===== src/shared/dwif_pkg.sv =====
// Shared constants and types for the deviation warning and input force block
package dwif_pkg;

	// ==========================================================
	// Register map (byte addresses on the AXI4-Lite slave)
	localparam int          DWIF_ADDR_W     = 8;
	localparam logic [7:0]  DWIF_OFS_LEVEL  = 8'h00;
	localparam logic [7:0]  DWIF_OFS_AUTO   = 8'h04;
	localparam logic [7:0]  DWIF_OFS_FUNC   = 8'h08;
	localparam logic [7:0]  DWIF_OFS_UNIT   = 8'h0C;
	localparam logic [7:0]  DWIF_OFS_MODE   = 8'h10;
	localparam logic [7:0]  DWIF_OFS_STATUS = 8'h14;
	localparam logic [7:0]  DWIF_OFS_MASK   = 8'h18;
	localparam logic [7:0]  DWIF_OFS_STATE  = 8'h1C;

	// ==========================================================
	// Reset values and field layout
	localparam logic [15:0] DWIF_LEVEL_RESET = 16'h0000;
	localparam logic [15:0] DWIF_LEVEL_MAX   = 16'h03E8;
	localparam logic [15:0] DWIF_AUTO_RESET  = 16'h0000;
	localparam logic [15:0] DWIF_FUNC_RESET  = 16'h0000;
	localparam int          DWIF_FUNC_WARN_EN_BIT = 8;

	// Forceable inputs: index in the forced word and bit in the auto-on word
	localparam int DWIF_N_FORCE = 6;
	localparam int DWIF_IN_SERVO = 0;
	localparam int DWIF_IN_PROP  = 1;
	localparam int DWIF_FORCE_BIT [DWIF_N_FORCE] = '{2, 4, 5, 10, 11, 12};

	// Control modes and which forced inputs each one honours
	typedef enum logic [1:0] {
		DWIF_MODE_POS  = 2'b00,
		DWIF_MODE_SPD  = 2'b01,
		DWIF_MODE_TRQ  = 2'b10,
		DWIF_MODE_PROF = 2'b11
	} dwif_mode_t;
	localparam logic [5:0] DWIF_AVAIL [4] = '{6'h3E, 6'h3F, 6'h21, 6'h3E};

	// Level units; droop and thresholds are counted in 0.001 rev
	typedef enum logic [1:0] {
		DWIF_UNIT_1REV   = 2'b00,
		DWIF_UNIT_0P1    = 2'b01,
		DWIF_UNIT_0P01   = 2'b10,
		DWIF_UNIT_0P001  = 2'b11
	} dwif_unit_t;
	localparam logic [31:0] DWIF_SCALE_1REV  = 32'h0000_03E8;
	localparam logic [31:0] DWIF_SCALE_0P1   = 32'h0000_0064;
	localparam logic [31:0] DWIF_SCALE_0P01  = 32'h0000_000A;
	localparam logic [31:0] DWIF_SCALE_0P001 = 32'h0000_0001;
	localparam logic [31:0] DWIF_ONE_REV     = 32'h0000_03E8;
	localparam logic [31:0] DWIF_MAX_REV     = 32'h0003_0D40;

	// Warning sequencer states
	typedef enum logic [1:0] {
		DWIF_W_IDLE  = 2'b00,
		DWIF_W_HOLD  = 2'b01,
		DWIF_W_ARMED = 2'b10
	} dwif_warn_state_t;

	// Interrupt status bits
	localparam int DWIF_N_STATUS   = 3;
	localparam int DWIF_ST_WARN_ON = 0;
	localparam int DWIF_ST_WARN_OFF = 1;
	localparam int DWIF_ST_PERR    = 2;

	// Bus responses
	localparam logic [1:0] DWIF_RESP_OKAY   = 2'b00;
	localparam logic [1:0] DWIF_RESP_SLVERR = 2'b10;

	// ==========================================================
	// Timing
	localparam int unsigned DWIF_MIN_PULSE_MS   = 100;
	localparam int unsigned DWIF_CLK_PERIOD_NS  = 4;
	localparam int unsigned DWIF_MIN_PULSE_NS   = DWIF_MIN_PULSE_MS * 1000000;
	localparam int unsigned DWIF_MIN_PULSE_CYC  =
		(DWIF_MIN_PULSE_NS + DWIF_CLK_PERIOD_NS - 1) / DWIF_CLK_PERIOD_NS;

endpackage


===== src/design/dwif_warn.sv =====
// Droop comparator with minimum pulse width for the deviation warning
`timescale 1ns/1ps
module dwif_warn #(
	parameter int unsigned MIN_PULSE_CYCLES = dwif_pkg::DWIF_MIN_PULSE_CYC
) (
	// Clock and reset
	input  wire logic        clk_sys,
	input  wire logic        rst,
	// Settings
	input  wire logic        enable,
	input  wire logic [15:0] level,
	input  wire logic [1:0]  unit,
	// Measured droop in 0.001 rev
	input  wire logic [31:0] droop,
	// Result
	output logic             warning
);
	localparam int CW = $clog2(MIN_PULSE_CYCLES + 1);

	dwif_pkg::dwif_warn_state_t state;
	dwif_pkg::dwif_warn_state_t next_state;
	logic [CW-1:0]              cnt;
	logic [CW-1:0]              next_cnt;
	logic                       next_warning;

	// ==========================================================
	// Threshold: scale by unit, zero means one rev, clamp at 200 rev
	wire [31:0] lvl32  = {16'h0000, level};
	wire [31:0] scale  = (unit == dwif_pkg::DWIF_UNIT_1REV) ? dwif_pkg::DWIF_SCALE_1REV :
	                     (unit == dwif_pkg::DWIF_UNIT_0P1)  ? dwif_pkg::DWIF_SCALE_0P1 :
	                     (unit == dwif_pkg::DWIF_UNIT_0P01) ? dwif_pkg::DWIF_SCALE_0P01 :
	                     dwif_pkg::DWIF_SCALE_0P001;
	wire [31:0] scaled = lvl32 * scale;
	wire [31:0] thresh = (level == 16'h0000) ? dwif_pkg::DWIF_ONE_REV :
	                     (scaled > dwif_pkg::DWIF_MAX_REV) ? dwif_pkg::DWIF_MAX_REV :
	                     scaled;
	wire        over   = enable && (droop >= thresh);

	// ==========================================================
	// Sequencer: hold high for the minimum width, then follow the droop
	always_comb begin
		next_state   = state;
		next_cnt     = cnt;
		next_warning = warning;
		case (state)
			dwif_pkg::DWIF_W_IDLE: begin
				if (over) begin
					next_state   = dwif_pkg::DWIF_W_HOLD;
					next_cnt     = CW'(MIN_PULSE_CYCLES - 1);
					next_warning = 1'b1;
				end
			end
			dwif_pkg::DWIF_W_HOLD: begin
				// Disabling cuts the pulse short: no warning while disabled
				if (!enable) begin
					next_state   = dwif_pkg::DWIF_W_IDLE;
					next_warning = 1'b0;
				end else if (cnt != '0) begin
					next_cnt = cnt - CW'(1);
				end else if (over) begin
					next_state = dwif_pkg::DWIF_W_ARMED;
				end else begin
					next_state   = dwif_pkg::DWIF_W_IDLE;
					next_warning = 1'b0;
				end
			end
			dwif_pkg::DWIF_W_ARMED: begin
				if (!over) begin
					next_state   = dwif_pkg::DWIF_W_IDLE;
					next_warning = 1'b0;
				end
			end
			default: begin
				next_state   = dwif_pkg::DWIF_W_IDLE;
				next_warning = 1'b0;
			end
		endcase
	end

	// State registers
	always_ff @(posedge clk_sys) begin
		if (rst) begin
			state   <= dwif_pkg::DWIF_W_IDLE;
			cnt     <= '0;
			warning <= 1'b0;
		end else begin
			state   <= next_state;
			cnt     <= next_cnt;
			warning <= next_warning;
		end
	end
endmodule


===== src/design/dwif_top.sv =====
// Deviation warning and input auto-on block with AXI4-Lite registers
//
// Summary of operation
// Deviation warning only works when the function select enable bit is set.
// Warning level is scaled by the level unit selection.
// A warning level of zero acts as one revolution.
// Levels above 200 revolutions are clamped to 200 revolutions.
// Warning rises once droop reaches or exceeds the threshold.
// Warning clears by itself once droop drops below the threshold.
// Each warning pulse lasts at least 100 ms; the code cuts it short when the enable bit clears.
// Software keeps the warning level below the deviation alarm level.
// Warning level accepts 0 to 1000 and resets to zero.
// A register selects input functions that are forced permanently on.
// Select bit zero uses the pin, one forces the function on.
// Six forceable inputs, each honoured only in its own control modes.
// Servo enable forced while in profile mode raises the parameter error alarm.
// Software leaves reserved auto-on bits at zero.
// Auto-on bits: servo 2, proportional 4, torque 5, fwd 10, rev 11, stop 12.
//
// The address map and the AXI4-Lite register port were decided locally.
`timescale 1ns/1ps
module dwif_top #(
	parameter int unsigned MIN_PULSE_CYCLES = dwif_pkg::DWIF_MIN_PULSE_CYC
) (
	// Clock and reset
	input  wire logic        clk_sys,
	input  wire logic        rst,
	// AXI4-Lite write address
	input  wire logic [7:0]  s_axi_awaddr,
	input  wire logic        s_axi_awvalid,
	output logic             s_axi_awready,
	// AXI4-Lite write data
	input  wire logic [31:0] s_axi_wdata,
	input  wire logic [3:0]  s_axi_wstrb,
	input  wire logic        s_axi_wvalid,
	output logic             s_axi_wready,
	// AXI4-Lite write response
	output logic [1:0]       s_axi_bresp,
	output logic             s_axi_bvalid,
	input  wire logic        s_axi_bready,
	// AXI4-Lite read address
	input  wire logic [7:0]  s_axi_araddr,
	input  wire logic        s_axi_arvalid,
	output logic             s_axi_arready,
	// AXI4-Lite read data
	output logic [31:0]      s_axi_rdata,
	output logic [1:0]       s_axi_rresp,
	output logic             s_axi_rvalid,
	input  wire logic        s_axi_rready,
	// Position loop droop magnitude in 0.001 rev
	input  wire logic [31:0] droop_mrev,
	// External input pins: servo, proportional, torque limit, fwd/rev stroke, stop
	input  wire logic [5:0]  input_pins,
	// Results
	output logic             deviation_warning,
	output logic             parameter_error_alarm,
	output logic [5:0]       forced_input_word,
	output logic             irq
);
	// ==========================================================
	// Registers
	logic [15:0]                deviation_warning_level;
	logic [15:0]                input_auto_on_select;
	logic [15:0]                function_select_cd;
	dwif_pkg::dwif_unit_t       level_unit_select;
	dwif_pkg::dwif_mode_t       control_mode;
	logic [2:0]                 irq_status;
	logic [2:0]                 irq_mask;
	// Write channel holding state
	logic [7:0]                 aw_addr;
	logic [31:0]                w_data;
	logic [3:0]                 w_strb;
	// Pin synchronisers and edge history
	logic [5:0]                 pin_s1;
	logic [5:0]                 pin_s2;
	logic                       warn_q;
	logic                       perr_q;
	logic                       warn_out;

	// Byte lane merge for 16-bit registers
	function automatic logic [15:0] merge16(input logic [15:0] old, input logic [31:0] data,
		input logic [3:0] strb);
		logic [15:0] res;
		res = old;
		if (strb[0]) res[7:0] = data[7:0];
		if (strb[1]) res[15:8] = data[15:8];
		return res;
	endfunction

	// ==========================================================
	// Write decode: both halves held, no response pending
	wire        wr_go      = !s_axi_awready && !s_axi_wready && !s_axi_bvalid;
	wire        sel_level  = (aw_addr == dwif_pkg::DWIF_OFS_LEVEL);
	wire        sel_auto   = (aw_addr == dwif_pkg::DWIF_OFS_AUTO);
	wire        sel_func   = (aw_addr == dwif_pkg::DWIF_OFS_FUNC);
	wire        sel_unit   = (aw_addr == dwif_pkg::DWIF_OFS_UNIT);
	wire        sel_mode   = (aw_addr == dwif_pkg::DWIF_OFS_MODE);
	wire        sel_mask   = (aw_addr == dwif_pkg::DWIF_OFS_MASK);
	wire        sel_ro     = (aw_addr == dwif_pkg::DWIF_OFS_STATUS) ||
	                         (aw_addr == dwif_pkg::DWIF_OFS_STATE);
	wire [15:0] lvl_merge  = merge16(deviation_warning_level, w_data, w_strb);
	wire [15:0] auto_merge = merge16(input_auto_on_select, w_data, w_strb);
	wire [15:0] func_merge = merge16(function_select_cd, w_data, w_strb);
	// Out-of-range levels are refused so the register never leaves 0..1000
	wire        lvl_bad    = sel_level && (lvl_merge > dwif_pkg::DWIF_LEVEL_MAX);
	wire        wr_unmap   = !(sel_level || sel_auto || sel_func || sel_unit ||
	                           sel_mode || sel_mask || sel_ro);
	wire        wr_err     = wr_unmap || lvl_bad;
	wire        wr_ok      = wr_go && !wr_err;
	// Narrow fields live in byte lane 0; a write without that lane keeps them
	wire        lo_lane    = w_strb[0];

	// Write channel handshakes
	always_ff @(posedge clk_sys) begin
		if (rst) begin
			s_axi_awready <= 1'b1;
			s_axi_wready  <= 1'b1;
			s_axi_bvalid  <= 1'b0;
			s_axi_bresp   <= dwif_pkg::DWIF_RESP_OKAY;
			aw_addr       <= 8'h00;
			w_data        <= 32'h0000_0000;
			w_strb        <= 4'h0;
		end else begin
			if (s_axi_awvalid && s_axi_awready) begin
				aw_addr       <= s_axi_awaddr;
				s_axi_awready <= 1'b0;
			end
			if (s_axi_wvalid && s_axi_wready) begin
				w_data       <= s_axi_wdata;
				w_strb       <= s_axi_wstrb;
				s_axi_wready <= 1'b0;
			end
			if (wr_go) begin
				s_axi_bvalid <= 1'b1;
				s_axi_bresp  <= wr_err ? dwif_pkg::DWIF_RESP_SLVERR : dwif_pkg::DWIF_RESP_OKAY;
			end
			if (s_axi_bvalid && s_axi_bready) begin
				s_axi_bvalid  <= 1'b0;
				s_axi_awready <= 1'b1;
				s_axi_wready  <= 1'b1;
			end
		end
	end

	// Software-visible settings
	always_ff @(posedge clk_sys) begin
		if (rst) begin
			deviation_warning_level <= dwif_pkg::DWIF_LEVEL_RESET;
			input_auto_on_select    <= dwif_pkg::DWIF_AUTO_RESET;
			function_select_cd      <= dwif_pkg::DWIF_FUNC_RESET;
			level_unit_select       <= dwif_pkg::DWIF_UNIT_1REV;
			control_mode            <= dwif_pkg::DWIF_MODE_POS;
			irq_mask                <= 3'h0;
		end else if (wr_ok) begin
			if (sel_level) deviation_warning_level <= lvl_merge;
			if (sel_auto) input_auto_on_select <= auto_merge;
			if (sel_func) function_select_cd <= func_merge;
			if (sel_unit && lo_lane) level_unit_select <= dwif_pkg::dwif_unit_t'(w_data[1:0]);
			if (sel_mode && lo_lane) control_mode <= dwif_pkg::dwif_mode_t'(w_data[1:0]);
			if (sel_mask && lo_lane) irq_mask <= w_data[2:0];
		end
	end

	// ==========================================================
	// Deviation warning
	wire warn_enable = function_select_cd[dwif_pkg::DWIF_FUNC_WARN_EN_BIT];

	dwif_warn #(
		.MIN_PULSE_CYCLES (MIN_PULSE_CYCLES)
	) u_warn (
		.clk_sys (clk_sys),
		.rst     (rst),
		.enable  (warn_enable),
		.level   (deviation_warning_level),
		.unit    (level_unit_select),
		.droop   (droop_mrev),
		.warning (warn_out)
	);
	assign deviation_warning = warn_out;

	// ==========================================================
	// Input auto-on: availability depends on the control mode
	wire [5:0] avail = dwif_pkg::DWIF_AVAIL[control_mode];
	wire [5:0] force_eff;
	wire [5:0] next_forced;

	genvar gi;
	generate
		for (gi = 0; gi < dwif_pkg::DWIF_N_FORCE; gi++) begin : g_force
			// Bit one forces the function on in modes that allow it, zero passes the pin through
			assign force_eff[gi] = avail[gi] &&
				input_auto_on_select[dwif_pkg::DWIF_FORCE_BIT[gi]];
			assign next_forced[gi] = force_eff[gi] || pin_s2[gi];
		end
	endgenerate

	// Servo enable cannot be forced in profile mode
	wire next_perr = (control_mode == dwif_pkg::DWIF_MODE_PROF) &&
		input_auto_on_select[dwif_pkg::DWIF_FORCE_BIT[dwif_pkg::DWIF_IN_SERVO]];

	// Pins cross in through two flops; outputs come straight from flops
	always_ff @(posedge clk_sys) begin
		if (rst) begin
			pin_s1                <= 6'h00;
			pin_s2                <= 6'h00;
			forced_input_word     <= 6'h00;
			parameter_error_alarm <= 1'b0;
		end else begin
			pin_s1                <= input_pins;
			pin_s2                <= pin_s1;
			forced_input_word     <= next_forced;
			parameter_error_alarm <= next_perr;
		end
	end

	// ==========================================================
	// Interrupts: sticky events, cleared by reading status, set wins
	wire       rd_take  = s_axi_arvalid && s_axi_arready;
	wire       st_clr   = rd_take && (s_axi_araddr == dwif_pkg::DWIF_OFS_STATUS);
	wire [2:0] ev;
	assign ev[dwif_pkg::DWIF_ST_WARN_ON]  = warn_out && !warn_q;
	assign ev[dwif_pkg::DWIF_ST_WARN_OFF] = !warn_out && warn_q;
	assign ev[dwif_pkg::DWIF_ST_PERR]     = parameter_error_alarm && !perr_q;
	// An event in the clearing cycle survives, so no edge is ever lost
	wire [2:0] next_status = (st_clr ? 3'h0 : irq_status) | ev;

	// Event history and interrupt line
	always_ff @(posedge clk_sys) begin
		if (rst) begin
			warn_q     <= 1'b0;
			perr_q     <= 1'b0;
			irq_status <= 3'h0;
			irq        <= 1'b0;
		end else begin
			warn_q     <= warn_out;
			perr_q     <= parameter_error_alarm;
			irq_status <= next_status;
			irq        <= |(next_status & irq_mask);
		end
	end

	// ==========================================================
	// Read path: one-cycle answer, unmapped reads give zero and SLVERR
	wire [31:0] state_word = {22'h0, parameter_error_alarm, deviation_warning,
	                          2'b00, forced_input_word};
	wire        rd_map = (s_axi_araddr <= dwif_pkg::DWIF_OFS_STATE) && (s_axi_araddr[1:0] == 2'b00);
	wire [31:0] rd_data =
		(s_axi_araddr == dwif_pkg::DWIF_OFS_LEVEL)  ? {16'h0000, deviation_warning_level} :
		(s_axi_araddr == dwif_pkg::DWIF_OFS_AUTO)   ? {16'h0000, input_auto_on_select} :
		(s_axi_araddr == dwif_pkg::DWIF_OFS_FUNC)   ? {16'h0000, function_select_cd} :
		(s_axi_araddr == dwif_pkg::DWIF_OFS_UNIT)   ? {30'h0, level_unit_select} :
		(s_axi_araddr == dwif_pkg::DWIF_OFS_MODE)   ? {30'h0, control_mode} :
		(s_axi_araddr == dwif_pkg::DWIF_OFS_STATUS) ? {29'h0, irq_status} :
		(s_axi_araddr == dwif_pkg::DWIF_OFS_MASK)   ? {29'h0, irq_mask} :
		(s_axi_araddr == dwif_pkg::DWIF_OFS_STATE)  ? state_word :
		32'h0000_0000;

	// Read channel handshakes
	always_ff @(posedge clk_sys) begin
		if (rst) begin
			s_axi_arready <= 1'b1;
			s_axi_rvalid  <= 1'b0;
			s_axi_rdata   <= 32'h0000_0000;
			s_axi_rresp   <= dwif_pkg::DWIF_RESP_OKAY;
		end else if (rd_take) begin
			s_axi_arready <= 1'b0;
			s_axi_rvalid  <= 1'b1;
			s_axi_rdata   <= rd_data;
			s_axi_rresp   <= rd_map ? dwif_pkg::DWIF_RESP_OKAY : dwif_pkg::DWIF_RESP_SLVERR;
		end else if (s_axi_rvalid && s_axi_rready) begin
			s_axi_rvalid  <= 1'b0;
			s_axi_arready <= 1'b1;
		end
	end
endmodule


===== config.mk =====
export PLATFORM = sky130hd
export DESIGN_NAME = dwif_top
export DESIGN_NICKNAME = d
export VERILOG_FILES = /design/src/shared/dwif_pkg.sv /design/src/design/dwif_warn.sv /design/src/design/dwif_top.sv
export SDC_FILE = /design/constraint.sdc
export NUM_CORES = 1
export LEC_CHECK = 0
export BUFFER_PORTS_ARGS = -buffer_cell sky130_fd_sc_hd__buf_2
export CORE_MARGIN = 4
export CORE_UTILIZATION = 31
export DETAILED_ROUTE_END_ITERATION = 10
export SLEW_MARGIN = 40
export SYNTH_ARGS = -nofsm -noshare
export SYNTH_HDL_FRONTEND = slang
export SYNTH_SLANG_ARGS = --single-unit
export TNS_END_PERCENT = 20

===== constraint.sdc =====
create_clock -name clk_sys -period 17.75 [get_ports clk_sys]
set_input_delay 1.775 -clock clk_sys [delete_from_list [all_inputs] [get_ports clk_sys]]
set_output_delay 1.775 -clock clk_sys [all_outputs]
set_load 0.02 [all_outputs]

---- Word level (Yosys, flattened, before mapping) ----
Cells that the tools add are included.
cells by class
  add/subtract/negate cells ............... 1
  multiply operators ...................... 1
  $lt $le $gt $ge ......................... 5
  equal/unequal tests ..................... 24
  mux-type cells .......................... 40
  bitwise gates (word level) .............. 3
  reductions and logical operators ........ 69
operators with widths
  kind                                                                               count
  32-bit 2-to-1 mux                                                                  4
  25-bit 2-to-1 mux                                                                  3
  8-bit by 5-bit equality test with 1-bit output, second input constant              8
  10-bit 2-to-1 mux                                                                  5
  25-bit one-hot mux with 2 select lines                                             1
  16-bit 2-to-1 mux                                                                  3
  8-bit by 4-bit equality test with 1-bit output, second input constant              4
  32-bit greater-or-equal comparator                                                 1
  32-bit by 18-bit greater-than comparator with 1-bit output, second input constant  1
  16-bit by 32-bit multiplier with 32-bit output                                     1
  1-bit logical AND                                                                  25
  25-bit nonzero test                                                                1
  25-bit by 1-bit subtractor with 25-bit output, second input constant               1
  8-bit by 3-bit equality test with 1-bit output, second input constant              2
  16-bit by 10-bit greater-than comparator with 1-bit output, second input constant  1
  16-bit logical NOT                                                                 1
  8-bit logical NOT                                                                  2
  8-bit 2-to-1 mux                                                                   2
  3-bit AND reduction                                                                5
  1-bit logical OR                                                                   14
  2-bit 2-to-1 mux                                                                   7
  6-bit binary-select mux with 2-bit select                                          1
  6-bit 2-to-1 mux                                                                   2
  2-bit AND reduction                                                                5
  other kinds (21)                                                                   43
storage, ports and cells
  bits in registers ....................... 175
  output and inout port bits .............. 50

---- Depth between registers and ports, before layout ----
  depth in word-level cells ............... 14
  depth in mapped cells ................... 40
  mapped depth without buffers ............ 36

---- By module ----
From an unflattened synthesis, not the netlist that was laid out.
second synthesis, totals
  cells, all modules ...................... 1,459
  area total of the unflattened synthesis .. 12,426.9 um^2
by module, submodules not included
  module     times used  cells each  area each (um^2)
  dwif_warn  1           853         7,124.3
  dwif_top   1           606         5,302.6

---- Worst setup path before layout ----
OpenSTA, ideal clock, no wires.
  path kind ............................... reg-to-reg
  from .................................... reg level_unit_select[0]
  to ...................................... reg u_warn.cnt[11]
  arrival time ............................ 8.701 ns
  data required time ...................... 17.617 ns
  setup slack ............................. 8.917 ns
  cell stages (with the launch flop) ...... 38
  path buffers ............................ 4
  clock period less this slack ............ 8.833 ns
  path through ............................ dfxtp_1 -> clkbuf_1 -> inv_1 -> clkbuf_1 -> nand2_1 -> inv_1 -> fa_1 -> inv_1 -> fa_1 -> inv_1 -> fa_1 -> fa_1 -> fa_1 -> inv_1 -> fa_1 -> inv_1 -> ha_1 -> buf_2 -> [... 2 more ...] -> a31o_1 -> nor4_2 -> o31a_1 -> o21a_1 -> nor4_4 -> nand4_4 -> or4_1 -> ha_1 -> a21o_1 -> a21o_1 -> a21oi_1 -> o21ai_0 -> a21oi_1 -> o21ai_0 -> nor2b_1 -> nand2b_1 -> clkbuf_1 -> a21oi_1
between the ends
  longest elaborated chain between the ends .. 12
  elaborated cells on any way between the ends .. 14
ends and longest elaborated chain
  item                                                         line             text
  from (decl)                                                  dwif_top.sv:65   dwif_pkg::dwif_unit_t level_unit_select;
  from (signal assigned)                                       dwif_top.sv:151  level_unit_select <= dwif_pkg::DWIF_UNIT_1REV;
  from (signal assigned)                                       dwif_top.sv:158  if (sel_unit && lo_lane) level_unit_select <= dwif_pkg::dwif_unit_t'(w_data[1:0]);
  2-bit equality test                                          dwif_warn.sv:31  (unit == dwif_pkg::DWIF_UNIT_0P01) ? dwif_pkg::DWIF_SCALE_0P01 :
  4-bit 2-to-1 mux                                             dwif_warn.sv:31
  32-bit 2-to-1 mux                                            dwif_warn.sv:30  (unit == dwif_pkg::DWIF_UNIT_0P1) ? dwif_pkg::DWIF_SCALE_0P1 :
  32-bit 2-to-1 mux *                                          dwif_warn.sv:29  wire [31:0] scale = (unit == dwif_pkg::DWIF_UNIT_1REV) ? dwif_pkg::DWIF_SCALE_1REV :
  16-bit by 32-bit multiplier with 32-bit output *             dwif_warn.sv:33  wire [31:0] scaled = lvl32 * scale;
  32-bit by 18-bit greater-than comparator with 1-bit output   dwif_warn.sv:35  (scaled > dwif_pkg::DWIF_MAX_REV) ? dwif_pkg::DWIF_MAX_REV :
  32-bit 2-to-1 mux *                                          dwif_warn.sv:35
  32-bit 2-to-1 mux *                                          dwif_warn.sv:34  wire [31:0] thresh = (level == 16'h0000) ? dwif_pkg::DWIF_ONE_REV :
  32-bit greater-or-equal comparator *                         dwif_warn.sv:37  wire over = enable && (droop >= thresh);
  1-bit logical AND *                                          dwif_warn.sv:37
  2-bit by 1-bit != test with 1-bit output (no source line) *  -
  4-bit AND reduction (no source line) *                       -
  to (signal assigned)                                         dwif_warn.sv:88  cnt <= next_cnt;
  to (decl)                                                    dwif_warn.sv:22  logic [CW-1:0] cnt;
Mark *: on every way between the ends. The rest lies on a longest branch, timed or not.
A chain may end at the register's enable or synchronous reset.

---- Worst setup path in the final report ----
  from .................................... reg level_unit_select[0]
  to ...................................... reg u_warn.cnt[21]
The elaborated chain is that of the path after synthesis.

==> results.md <==
* Run status: completed
* Share of layout cells above drive strength 1 at 11.1%
* Seq/Total Area, Yosys at 23.9%
* Die height at 214 um
* Worst path slowest cell: clkinv_1
* Leak at 0.00733 uW
* Mapped cell area at 13,100 um2
* Sw Ratio at 26.3%
* WP data required at 18,020 ps
* Slew margin rel. at 48.1%
* Slew Limit Fails at 0
* Overall global routing resource usage at 14.1%
* Number of setup buffers added after CTS at 0
* Input/output buffers at 110
* Die X at 214 um
* GRT Residual Overflow at 0
* CTS tree: built
* Final Power at 811 uW
* RSZ-0062 raised after global routing: no
* Syn_area_per_cell at 8.51 um2
* Clock skew at 9.08 ps
* Fill count at 4,343
* Final hold violations at 0
* Ant diodes at 0
* Initial DRC Count at 639
* Htree depth at 4
* Fin nets at 1,972
* DR WL/cell at 14.8 um
* Remaining DRCs at 0
* Die ar. at 45,700 um2
* Row Count at 75
* Placer Congestion at 0.842
* CTS Hold Buffers Added at 0
* Synth-to-Final Area Change at 12.5%
* Commonest non-fill, non-tap cells in the layout: 187 x inv_1, 158 x nand2_1, 157 x dfxtp_1
* Arrival time at the worst endpoint at 10,790 ps
* Synth Flop Type: dfxtp_1
* Final setup viols at 0
* Combinational Power Share at 8.2%
* Root Buffer: clkbuf_16
* Starting Density at 31.4%
* Maxcap violations at 0
* Startpoint Class: register
* Initial antenna violation count at 1
* CP dominant cell by count: fa_1
* Num CTS Buffers at 17
* Vias post-DR at 10,800
* Pint at 598 uW
* Distinct cells, synth at 78
* Max Fanout on Critical Path at 23
* Post-Syn Instances at 1,543
* Final wirelength at 32.3 mm
* Tcrit/Tclk final at 59.2%
* Critical path class: register to register
* DR pass1 iterations at 5
* Crit. End Element: register
* Final min period at 10,510 ps
* CTS clk-pin slew, worst paths at 70 ps
* Multi-input logic area at 9020 um2
* Clock Latency Late Sink at 430 ps
* Hold WC Path Type: register to register
* Post-synth ARST share at 0%
* Clock Path Buffers at 2
* Via/cell ratio at 4.97
* Fmax at 0.0951 GHz
* Max VDD drop at 0.0654 mV
* WHS at 436 ps
* FF-to-FF setup slack at 7240 ps
* Total negative slack at 0 ps
* Seq cells post-synth at 157
* PwrDens at 54.9 nW/um2
* Final ANT Viol Nets at 0
* CTS Sinks at 157
* Core box area at 41,900 um2
* Largest stage delay, worst path at 610 ps
* P_sw at 214 uW
* Clk pwr share at 46.3%
* Post-synth EDFFs at 0
* Register Area at 3140 um2
* First-pass GRT wire length at 53.2 mm
* DP HPWL at 25.8 mm
* Least-Margin Pin Slew at 773 ps
* Top Ports at 147
* Sequential Power Share at 45.6%
* Post_cts resized at 0
* Number of global-route vias before repair at 10,800
* Largest net degree at the start of global routing at 83
* Yosys warns at 0
* Commonest non-fill, non-tap cell in the layout: inv_1
-- cells by family after synthesis --
family | count (synthesis) | synth area share (%)
xor+xnor | 36 | 2.46
mux | 42 | 3.43
fa+ha+maj | 249 | 29.2
buf+inv | 270 | 8.29
flops | 157 | 23.9
compound gates | 269 | 13.0
other cells | 2 | 0.0572
simple gates | 518 | 19.6
-- cells in the mapped netlist (6+ instances only) --
cell type | count | area, um2
nand2_1 | 159 | 597
or4_1 | 6 | 45.0
nand3_1 | 27 | 135
xnor2_1 | 11 | 96.3
nor2_1 | 117 | 439
dfxtp_1 | 157 | 3140
a31oi_1 | 14 | 87.6
o21a_1 | 8 | 60.1
a21oi_1 | 121 | 606
and2_1 | 28 | 175
nor3_1 | 44 | 220
a211oi_1 | 11 | 82.6
nor4_1 | 10 | 62.6
nor2b_1 | 41 | 257
a22o_1 | 10 | 87.6
o21ai_0 | 29 | 145
clkbuf_1 | 55 | 206
mux2i_1 | 36 | 360
xor2_1 | 24 | 210
or3_1 | 12 | 75.1
o21bai_1 | 7 | 52.6
buf_4 | 19 | 143
nand2b_1 | 14 | 87.6
ha_1 | 154 | 1930
fa_1 | 95 | 1900
nand4_1 | 21 | 131
and3_1 | 14 | 87.6
a221oi_1 | 12 | 105
o21ai_1 | 6 | 30.0
o31ai_1 | 7 | 52.6
inv_1 | 188 | 706
a21o_1 | 15 | 113
-- final timing paths --
check	startpoint	to	cells past startpoint
max reg2reg	level_unit_select[0]$_SDFFE_PP0P_	u_warn.cnt[21]$_SDFFE_PP0P_	33
min	pin_s1[0]$_SDFF_PP0_	pin_s2[0]$_SDFF_PP0_	1
min reg2reg	pin_s1[0]$_SDFF_PP0_	pin_s2[0]$_SDFF_PP0_	1
max	level_unit_select[0]$_SDFFE_PP0P_	u_warn.cnt[21]$_SDFFE_PP0P_	33
-- power by group through the flow --
| stage | clock (uW) | sequential [uW] | combinational (uW) |
|---|---|---|---|
| 2_1_floorplan | 0 | 378 | 42.8 |
| 3_3_place_gp | 0 | 377 | 64.6 |
| 3_5_place_dp | 0 | 377 | 66.2 |
| 4_1_cts | 383 | 369 | 66.6 |
| 5_1_grt | 398 | 371 | 74.6 |
| 6_report | 375 | 370 | 66.2 |
-- final cells by class --
cell class              instances  share of cell area [%]
clock buffers                  17                    2.88
clock inverters                15                    1.20
inverters                     189                    4.80
multi-input cells            1143                    61.1
flip-flops and latches        157                    21.3
well taps                     539                    4.57
repair buffers                118                    4.18
-- flip-flops by register name, indices dropped and copies added, names as in the netlist, 8 cells and up --
| name | count |
|---|---|
| aw_addr | 8 |
| function_select_cd | 16 |
| s_axi_rdata | 16 |
| input_auto_on_select | 16 |
| w_data | 16 |
| u_warn.cnt | 25 |
| deviation_warning_level | 16 |
-- critical path, delay by kind of cell, from the launching register on --
family	cells	cell delay, ps
buf+inv	6	950
fa+ha+maj	8	3840
simple gates	8	2550
compound gates	11	2670
flops	1	330
-- through the flow --
stage / cells / util, % / cell area [um2] / setup WS (ps)
finish: 2178 / 35.3 / 14800 / 7240
global route: 2178 / 35.3 / 14800 / 6510
CTS: 2178 / 35.3 / 14800 / 7490
detailed placement: 2146 / 33.8 / 14200 / 7510
global placement: 2146 / 33.8 / 14100 / 7680
floorplan: 1570 / - / 13200 / 8920
-- layer usage --
layer  routed length, um  part of all wire [%]  GRT usage, %
met1               15100                    47          19.5
met2               15500                    48          23.6
met3                1290                   4.0          1.86
met4                 522                   1.6          3.47
met5                   0                     0             0
No activity file was read; power rests on OpenSTA's default activity.
